[src/mmp_pkg.sv]
// memory map and nonvolatile access policy: shared constants and types
// assumes a single system clock domain; all users refer to names as mmp_pkg::name
package mmp_pkg;

  // ==========================================
  // data space map
  localparam logic [19:0] IO_LIMIT = 20'h01000;
  localparam logic [19:0] EEP_BASE = 20'h01000;
  localparam logic [19:0] EEP_SIZE = 20'h00800;
  localparam logic [19:0] EEP_END = EEP_BASE + EEP_SIZE;
  localparam logic [19:0] SRAM_BASE = 20'h02000;
  localparam logic [19:0] SRAM_SIZE = 20'h02000;
  localparam logic [19:0] SRAM_END = SRAM_BASE + SRAM_SIZE;
  localparam logic [19:0] DATA_TOP = 20'hFFFFF;

  // ==========================================
  // direct io space
  localparam logic [5:0] GP_LIMIT = 6'h10;
  localparam logic [5:0] BIT_IO_LAST = 6'h1F;
  localparam int GP_COUNT = 16;

  // ==========================================
  // flash layout, word addressed
  localparam int FW_W = 16;
  localparam logic [16:0] BOOT_WORDS = 17'h01000;
  localparam logic [16:0] APP_WORDS = 17'h10000;
  localparam logic [16:0] BOOT_BASE = APP_WORDS;
  localparam logic [16:0] TBL_BASE = APP_WORDS - BOOT_WORDS;

  // ==========================================
  // lock and fuse bytes, one means unprogrammed
  localparam logic [7:0] LOCK_RST = 8'hFF;
  localparam logic [7:0] FUSE_RST = 8'hFF;
  localparam int LCK_W = 0;
  localparam int LCK_R = 1;
  localparam int LCK_APP = 0;
  localparam int LCK_TBL = 2;
  localparam int LCK_BOOT = 4;

  // ==========================================
  // types
  typedef enum logic [2:0] {SP_FLASH, SP_USIG, SP_PSIG, SP_FUSE, SP_LOCK} mmp_space_type;
  typedef enum logic [1:0] {CMD_READ, CMD_WRITE, CMD_ERASE, CMD_CHIP} mmp_cmd_type;
  typedef enum logic [1:0] {BIT_SET, BIT_CLR, BIT_TEST} mmp_bitop_type;
  typedef enum logic [1:0] {SEC_APP, SEC_TBL, SEC_BOOT} mmp_sec_type;

  typedef struct packed {
    logic prog;
    mmp_cmd_type cmd;
    mmp_space_type space;
    logic [16:0] addr;
    logic [16:0] pc;
    logic [FW_W-1:0] data;
  } mmp_req_type;

  typedef struct packed {
    mmp_space_type space;
    logic [16:0] addr;
    logic [FW_W-1:0] data;
  } mmp_op_type;

  typedef struct packed {
    logic io;
    logic gp;
    logic eep;
    logic sram;
    logic ext;
  } mmp_dsel_type;

endpackage

[src/mmp_gpreg.sv]
// general purpose io byte store with per-bit set and clear
// assumes one access per cycle; read data is registered
`timescale 1ns/10ps
module mmp_gpreg (
  // clock and reset
  input wire logic sys_clk,
  input wire logic sys_rst,
  // access
  input wire logic we,
  input wire logic [3:0] addr,
  input wire logic [7:0] wdata,
  input wire logic [7:0] set_mask,
  input wire logic [7:0] clr_mask,
  output logic [7:0] rdata
);

  logic [7:0] mem_q [mmp_pkg::GP_COUNT];

  // ==========================================
  // storage
  for (genvar i = 0; i < mmp_pkg::GP_COUNT; i++) begin : g_ent
    always_ff @(posedge sys_clk or posedge sys_rst) begin
      if (sys_rst) begin
        mem_q[i] <= 8'h00;
      end else if (addr == 4'(i)) begin
        if (we) begin
          mem_q[i] <= wdata;
        end else begin
          mem_q[i] <= (mem_q[i] & ~clr_mask) | set_mask;
        end
      end
    end
  end

  always_ff @(posedge sys_clk or posedge sys_rst) begin
    if (sys_rst) begin
      rdata <= 8'h00;
    end else begin
      rdata <= mem_q[addr];
    end
  end

endmodule // mmp_gpreg

[src/mmp_policy.sv]
// data space decoder and nonvolatile access policy
// assumes core and programmer requests are synchronous to sys_clk and one per cycle
//
// Operation
// (RULE1) flash self-write instruction programs only when fetched from boot section
// (RULE2) from boot section it may target any flash word, boot included
// (RULE3) flash location is one 16-bit word; instructions take one or two
// (RULE4) application table region is as large as boot section
// (RULE5) application, table and boot sections have independent lock fields
// (RULE6) lock writes only make protection stricter; relaxing is ignored
// (RULE7) only chip erase clears locks, after all other flash is erased; sys_rst also reloads lock_q with LOCK_RST
// (RULE8) unprogrammed fuse or lock bit reads one, programmed reads zero
// (RULE9) fuses written only by programmer; core may read, core writes ignored
// (RULE10) production signature row rejects write and erase, stays readable
// (RULE11) reset copies one calibration value; the rest left to software
// (RULE12) user signature row read/write by both; chip erase leaves it
// (RULE13) internal sram starts at data address 0x2000
// (RULE14) eeprom mapped at 0x1000 only when mapping is selected
// (RULE15) external memory from end of sram up to 0xFFFFF
// (RULE16) direct io reaches 0x00 to 0x3F; all io reachable by load/store
// (RULE17) io 0x00 to 0x1F allow single-cycle bit set, clear, test
// (RULE18) flash reachable by programmer port and by core software
// (RULE19) lowest 16 io bytes are bit-addressable storage
// (RULE20) lock change applies to every check after the lock write
`timescale 1ns/10ps
module mmp_policy (
  // clock and reset
  input wire logic sys_clk,
  input wire logic sys_rst,
  // data space access
  input wire logic [19:0] dat_addr,
  input wire logic dat_we,
  input wire logic [7:0] dat_wdata,
  input wire logic eep_map_en,
  output mmp_pkg::mmp_dsel_type dat_sel,
  output logic [7:0] gp_rdata,
  // direct io bit access
  input wire logic io_bit_req,
  input mmp_pkg::mmp_bitop_type io_bit_op,
  input wire logic [5:0] io_addr,
  input wire logic [2:0] io_bit,
  output logic io_bit_fwd,
  output logic io_bit_err,
  output logic io_bit_vld,
  output logic io_bit_val,
  // nonvolatile requests
  input wire logic nvm_valid,
  input mmp_pkg::mmp_req_type nvm_req,
  output logic nvm_busy,
  output logic nvm_ok,
  output logic nvm_deny,
  // flash array strobes
  output logic arr_rd,
  output logic arr_wr,
  output logic arr_erase,
  output logic arr_erase_all,
  output mmp_pkg::mmp_op_type arr_op,
  input wire logic arr_done,
  // lock, fuse and calibration
  output logic [7:0] lock_bits,
  output logic [7:0] fuse_bits,
  input wire logic [7:0] psig_cal,
  output logic cal_load,
  output logic [7:0] cal_value
);

  typedef enum logic [1:0] {ST_CAL, ST_IDLE, ST_ERASE, ST_UNLOCK} mmp_state_type;

  mmp_state_type state_q, state_d;
  logic [7:0] lock_q, lock_d, fuse_q, fuse_d;
  logic [2:0] bit_q;
  logic test_q;

  // ==========================================
  // data space decode
  assign dat_sel.io = dat_addr < mmp_pkg::IO_LIMIT; // [RULE16]
  assign dat_sel.gp = dat_addr < 20'(mmp_pkg::GP_LIMIT); // [RULE19]
  assign dat_sel.eep = eep_map_en && dat_addr >= mmp_pkg::EEP_BASE
                       && dat_addr < mmp_pkg::EEP_END; // [RULE14]
  assign dat_sel.sram = dat_addr >= mmp_pkg::SRAM_BASE && dat_addr < mmp_pkg::SRAM_END; // [RULE13]
  assign dat_sel.ext = dat_addr >= mmp_pkg::SRAM_END && dat_addr <= mmp_pkg::DATA_TOP; // [RULE15]

  // ==========================================
  // io bit operations
  logic bit_ok, bit_gp, gp_we;
  logic [7:0] bit_mask, set_mask, clr_mask;
  logic [3:0] gp_addr;

  assign bit_ok = io_bit_req && io_addr <= mmp_pkg::BIT_IO_LAST; // [RULE17]
  assign bit_gp = bit_ok && io_addr < mmp_pkg::GP_LIMIT; // [RULE19]
  assign io_bit_fwd = bit_ok && !bit_gp;
  assign io_bit_err = io_bit_req && !bit_ok;
  assign bit_mask = 8'(8'h01 << io_bit);
  assign set_mask = (bit_gp && io_bit_op == mmp_pkg::BIT_SET) ? bit_mask : 8'h00; // [RULE17]
  assign clr_mask = (bit_gp && io_bit_op == mmp_pkg::BIT_CLR) ? bit_mask : 8'h00; // [RULE17]
  assign gp_we = !io_bit_req && dat_we && dat_sel.gp; // [RULE16]
  assign gp_addr = io_bit_req ? io_addr[3:0] : dat_addr[3:0];
  assign io_bit_vld = test_q;
  assign io_bit_val = test_q && gp_rdata[bit_q];

  mmp_gpreg u_gpreg (
    .sys_clk(sys_clk),
    .sys_rst(sys_rst),
    .we(gp_we),
    .addr(gp_addr),
    .wdata(dat_wdata),
    .set_mask(set_mask),
    .clr_mask(clr_mask),
    .rdata(gp_rdata)
  );

  always_ff @(posedge sys_clk or posedge sys_rst) begin
    if (sys_rst) begin
      test_q <= 1'b0;
      bit_q <= 3'h0;
    end else begin
      test_q <= bit_gp && io_bit_op == mmp_pkg::BIT_TEST;
      bit_q <= io_bit;
    end
  end

  // ==========================================
  // flash sections and locks
  function automatic mmp_pkg::mmp_sec_type sec_of(input logic [16:0] a);
    if (a >= mmp_pkg::BOOT_BASE) begin
      return mmp_pkg::SEC_BOOT;
    end else if (a >= mmp_pkg::TBL_BASE) begin // [RULE4]
      return mmp_pkg::SEC_TBL;
    end else begin
      return mmp_pkg::SEC_APP;
    end
  endfunction

  function automatic logic [1:0] lock_of(input logic [7:0] lk, input mmp_pkg::mmp_sec_type s);
    case (s) // [RULE5]
      mmp_pkg::SEC_BOOT: return lk[mmp_pkg::LCK_BOOT +: 2];
      mmp_pkg::SEC_TBL: return lk[mmp_pkg::LCK_TBL +: 2];
      default: return lk[mmp_pkg::LCK_APP +: 2];
    endcase
  endfunction

  logic take, allow, go, is_rd, is_wr, is_er, is_chip, arr_hit, pc_boot, flash_wr_ok;
  logic [1:0] tgt_lk;

  assign take = nvm_valid && state_q == ST_IDLE;
  assign is_rd = nvm_req.cmd == mmp_pkg::CMD_READ;
  assign is_wr = nvm_req.cmd == mmp_pkg::CMD_WRITE;
  assign is_er = nvm_req.cmd == mmp_pkg::CMD_ERASE;
  assign is_chip = nvm_req.cmd == mmp_pkg::CMD_CHIP;
  assign tgt_lk = lock_of(lock_q, sec_of(nvm_req.addr)); // [RULE20]
  assign pc_boot = sec_of(nvm_req.pc) == mmp_pkg::SEC_BOOT;
  assign flash_wr_ok = tgt_lk[mmp_pkg::LCK_W] && (nvm_req.prog || pc_boot); // [RULE1] [RULE2] [RULE8]
  assign arr_hit = nvm_req.space inside {mmp_pkg::SP_FLASH, mmp_pkg::SP_USIG, mmp_pkg::SP_PSIG};

  always_comb begin
    allow = 1'b0;
    if (is_chip) begin
      allow = nvm_req.prog;
    end else begin
      case (nvm_req.space)
        mmp_pkg::SP_FLASH: allow = is_rd ? tgt_lk[mmp_pkg::LCK_R] : flash_wr_ok; // [RULE18]
        mmp_pkg::SP_USIG: allow = 1'b1; // [RULE12]
        mmp_pkg::SP_PSIG: allow = is_rd; // [RULE10]
        mmp_pkg::SP_FUSE: allow = is_rd || (is_wr && nvm_req.prog); // [RULE9]
        mmp_pkg::SP_LOCK: allow = is_rd || is_wr;
        default: allow = 1'b0;
      endcase
    end
  end

  assign go = take && allow;
  assign nvm_busy = state_q != ST_IDLE;

  // ==========================================
  // lock, fuse and sequence state
  always_comb begin
    lock_d = lock_q;
    fuse_d = fuse_q;
    if (state_q == ST_UNLOCK) begin
      lock_d = mmp_pkg::LOCK_RST; // [RULE7]
    end else if (go && is_wr && nvm_req.space == mmp_pkg::SP_LOCK) begin
      lock_d = lock_q & nvm_req.data[7:0]; // [RULE6] [RULE8]
    end
    if (go && is_wr && nvm_req.space == mmp_pkg::SP_FUSE) begin
      fuse_d = nvm_req.data[7:0]; // [RULE9]
    end
  end

  always_comb begin
    state_d = state_q;
    case (state_q)
      ST_CAL: state_d = ST_IDLE;
      ST_IDLE: if (go && is_chip) state_d = ST_ERASE;
      ST_ERASE: if (arr_done) state_d = ST_UNLOCK; // [RULE7]
      ST_UNLOCK: state_d = ST_IDLE;
      default: state_d = ST_IDLE;
    endcase
  end

  always_ff @(posedge sys_clk or posedge sys_rst) begin
    if (sys_rst) begin
      state_q <= ST_CAL;
      lock_q <= mmp_pkg::LOCK_RST;
      fuse_q <= mmp_pkg::FUSE_RST;
    end else begin
      state_q <= state_d;
      lock_q <= lock_d;
      fuse_q <= fuse_d;
    end
  end

  assign lock_bits = lock_q;
  assign fuse_bits = fuse_q;

  // ==========================================
  // answers, array strobes and calibration
  always_ff @(posedge sys_clk or posedge sys_rst) begin
    if (sys_rst) begin
      nvm_ok <= 1'b0;
      nvm_deny <= 1'b0;
      arr_rd <= 1'b0;
      arr_wr <= 1'b0;
      arr_erase <= 1'b0;
      arr_erase_all <= 1'b0;
      arr_op <= '0;
      cal_load <= 1'b0;
      cal_value <= 8'h00;
    end else begin
      nvm_ok <= (go && !is_chip) || state_q == ST_UNLOCK;
      nvm_deny <= take && !allow;
      arr_rd <= go && is_rd && arr_hit;
      arr_wr <= go && is_wr && arr_hit; // [RULE3]
      arr_erase <= go && is_er && arr_hit; // [RULE12]
      arr_erase_all <= go && is_chip; // [RULE7]
      if (take) begin
        arr_op <= {nvm_req.space, nvm_req.addr, nvm_req.data};
      end
      cal_load <= state_q == ST_CAL; // [RULE11]
      if (state_q == ST_CAL) begin
        cal_value <= psig_cal;
      end
    end
  end
endmodule // mmp_policy

[config.mk]
export PLATFORM = sky130hd
export DESIGN_NAME = mmp_policy
export DESIGN_NICKNAME = d
export VERILOG_FILES = /design/src/mmp_pkg.sv /design/src/mmp_gpreg.sv /design/src/mmp_policy.sv
export SDC_FILE = /design/constraint.sdc
export NUM_CORES = 1
export LEC_CHECK = 0
export BUFFER_PORTS_ARGS = -buffer_cell sky130_fd_sc_hd__buf_2
export CAP_MARGIN = 20
export CORE_MARGIN = 2
export CORE_UTILIZATION = 32
export CTS_BUF_LIST = sky130_fd_sc_hd__clkbuf_8
export DETAILED_ROUTE_END_ITERATION = 10
export PLACE_DENSITY = 0.52
export SLEW_MARGIN = 20
export SYNTH_ARGS = -nofsm -noshare
export SYNTH_HDL_FRONTEND = slang
export SYNTH_SLANG_ARGS = --single-unit
export TNS_END_PERCENT = 20
[constraint.sdc]
create_clock -name sys_clk -period 8.1 [get_ports sys_clk]
set_input_delay 0.405 -clock sys_clk [delete_from_list [all_inputs] [get_ports sys_clk]]
set_output_delay 0.405 -clock sys_clk [all_outputs]
set_load 0.03 [all_outputs]
==> out/metrics.yaml <==
run_status:
  status: "finished, final reports clean"
sta:
  finClkSkew_ns: 0.02479
  setup_tns_ns: 0
  worst_pin_slew_ns: 0.9387
  setup_viol: 0
  drv_slew: 0
  timing.fmax_ghz: 0.4085
  whs_ns: 0.02012
  hold_viol_final: 0
  rsz0062_at_grt: "no"
  period_minus_slack_ns: 2.448
  finalCritPeriodShare_pct: 30.22
  timing.slew.headroom_pct: 37.13
setup_path:
  cp-end-kind: "flop"
  crit_chain: "buf_2 > mux2i_4 > buf_4 > mux2i_1 > mux4_2 > and2_1 > a31oi_1"
  crit_fanout: 59
  required_ns: 8.48
  critPathArrivalTime_ns: 2.82
  slowest_delay_ns: 0.62
  startpoint_type: "primary input"
  slowest_stage: "buf_4"
  crit_type: "in -> reg"
floorplanning:
  dieArea_um2: 31130
  initial_utilization_pct: 32.28
  chipHeight_um: 176.4
  row_count: 63
  dieWidth_um: 176.4
  io_pins: 195
  core_um2: 29480
logic_synthesis:
  synth-main-ff-cell: "dfrtp_1"
  synthAdderAreaFrac_pct: 0.5260
  synth.area.mux_share_pct: 10.60
  synth-compound-area-share_pct: 20.49
  ys_warn_count: 0
  syn_area_um2: 9515
  ys_top_cells_by_area: "dfrtp_1 (51%), o21ai_0 (10%), mux2_2 (6.6%)"
  synth-xor-area-share_pct: 0
  synth_top_family_by_area: "compound AO/OA/AOI/OAI gates"
  synth_top_area_share_pct: 50.76
  synth_top_area_cell: "dfrtp_1"
  synthArstFlopShare_pct: 100.0
  synth_fp_nets: 1009
  ys_ff_latch: 209
  ys_seq_area_share_pct: 55.17
  synth-simple-area-share_pct: 9.560
  syn_inst: 895
  synth_edf_count: 0
  syn_area_per_cell_um2: 10.63
  synth_cell_types: 54
detailed_routing:
  wl_per_cell_um: 17.42
  drc: 0
  first_pass_iters: 5
  antenna_left: 0
  vias: 7580
  drt_first_iter_violations: 527
  totalWireLength_um: 25800
  via_per_inst: 5.118
pwr:
  ir_drop_mv: 0.08474
  p_total_uw: 3040
  p_per_area_nw_per_um2: 263.7
  leakage_uw: 0.005163
global_route:
  gr-max-usage-layer: "met2"
  track_usage_pct: 16.54
  grt.met1_usage_pct: 22.59
  grt_overflow_total: 0
  grt_pass1_vias: 7359
  use_met2_pct: 26.78
  grtUsageMet3_pct: 3.252
  grt_max_degree: 108
  antenna_found_initial: 0
  grt_pass1_wl_um: 40590
placed_design:
  hpwl_um: 16330
  gp_congestion: 0.7708
  portBuffers: 178
clock_tree:
  clockRootBuffer: "clkbuf_8"
  cts.sinks: 209
  cts_inserted_buffers: 38
  holdBufCountCts: 0
  cts_setup_buffers: 0
  clkTransAtPathRegs_ns: 0.06
  cts.htree.levels: 2
  post_cts_resized: 0
  cts_tree: "done"
  worstSkewPairLatency_ns: 0.52
  cts_buffer_depth: 3
finish:
  final_layout_size_suffix_gt1_share_pct: 31.35
  ff_latch_area_um2: 5250
  nets: 1179
  area_growth_pct: 21.16
  fillCellCount: 2981
  n_antenna_cell: 0
  multi_input_comb_area_um2: 3951
  final_util_pct: 39.11
run:
  cap_violations: 0
worst_hold_path:
  holdCritPathClass: "in -> async"
[report_power, final]
| part | total (uW) | internal [uW] | switching, uW |
|---|---|---|---|
| Sequential | 1260 | 1190 | 62.1 |
| Combinational | 775 | 263 | 512 |
| Clock | 1010 | 577 | 433 |
| Total | 3040 | 2030 | 1010 |
[cells in the final DEF, fill, tap and decap left out, types with 2 or more instances in the layout]
master     count
nor4_1        12
inv_1         23
and3_1         4
a221o_1        7
or2_2          3
o22a_1         8
dfstp_2       16
nand3_1       14
o21ai_0      199
and2_1        21
mux2i_1       29
a21oi_2        2
nor2b_1        4
buf_2        178
nor2_1        12
a21oi_1       10
mux2i_4        2
a211oi_1      16
dfrtp_1      193
mux2_2        56
bufinv_16      2
nand2_1       80
nand3b_1       7
nor3_1         2
a31oi_1       22
o221ai_1       2
mux4_2         3
o21ai_1       60
a32o_1         7
clkbuf_8      46
nand2b_1       2
buf_4         18
inv_6          2
ha_1           4
[final timing paths]
path	start	end	slack (ns)	cells after the start
max	io_bit_req	u_gpreg.rdata[6]	5.65	7
min reg2reg	u_gpreg.mem_q[3]	u_gpreg.mem_q[3]	0.50	2
max reg2reg	state_q[1]	lock_bits[4]	6.06	7
min	sys_rst	arr_op[14]	0.02	2
max in group asynchronous	sys_rst	u_gpreg.mem_q[43]	6.81	3
min in group sys_clk	io_bit[1]	bit_q[1]	0.08	1
[through the flow]
stage,cells,instance area [um2],worst slack [ns]
CTS,1481,11530,5.605
floorplan,895,9515,2.012
detailed placement,1415,10760,5.065
global placement,1415,10760,5.051
finish,1481,11530,5.652
global route,1481,11530,5.400
[cell usage after synthesis, types with 3 or more instances]
| library cell | count |
|---|---|
| a32o_1 | 7 |
| o21ai_1 | 60 |
| mux4_2 | 3 |
| mux2i_1 | 31 |
| nor2b_1 | 4 |
| buf_1 | 5 |
| nand3_1 | 14 |
| nor4_1 | 12 |
| clkbuf_1 | 37 |
| mux2_2 | 56 |
| a211oi_1 | 16 |
| a221o_1 | 7 |
| and2_1 | 21 |
| a21oi_1 | 10 |
| buf_2 | 17 |
| buf_6 | 5 |
| nand3b_1 | 7 |
| nand2_1 | 81 |
| nor2_1 | 12 |
| dfrtp_1 | 193 |
| a31oi_1 | 23 |
| inv_1 | 9 |
| dfstp_2 | 16 |
| ha_1 | 4 |
| o21ai_0 | 199 |
| or2_2 | 3 |
| and3_1 | 4 |
| o22a_1 | 8 |
[critical path, delay by kind of cell]
family,cells,cell delay [ns]
buf+inv,2,0.89
simple gates,1,0.16
compound gates,1,0.33
mux,3,0.99
[per-layer routing]
metal	vias to the layer above	part of all wire, %	wire length, um
met3	42	5.4	1394
met4	0	2.0	516
li1	3601	-	-
met1	3743	46	11970
met5	-	0	0
met2	194	46	11910
[state kept, by name (all words and copies together) (netlist names)]
signal,flops
lock_bits,8
bit_q,3
fuse_bits,8
io_bit_vld,1
cal_load,1
u_gpreg.mem_q,128
arr_erase_all,1
cal_value,8
arr_rd,1
u_gpreg.rdata,8
arr_erase,1
arr_wr,1
nvm_deny,1
arr_op,36
state_q,2
nvm_ok,1
[logic make-up after synthesis]
| kind of cell | count (synthesis) |
|---|---|
| adders and majority gates | 4 |
| muxes | 90 |
| buffers and inverters | 75 |
| AOI/OAI and AO/OA | 342 |
| and+or+nand+nor | 175 |
| DFF | 209 |
[layout make-up]
cell class / instances / share of cell area [%]
Multi-Input combinational cell: 611 / 34.27
Clock inverter: 20 / 1.205
Tap cell: 390 / 4.233
Sequential cell: 209 / 45.54
Clock buffer: 46 / 5.492
Timing Repair Buffer: 196 / 8.899
Inverter: 9 / 0.3581
Power figures use the tool's default switching activity.
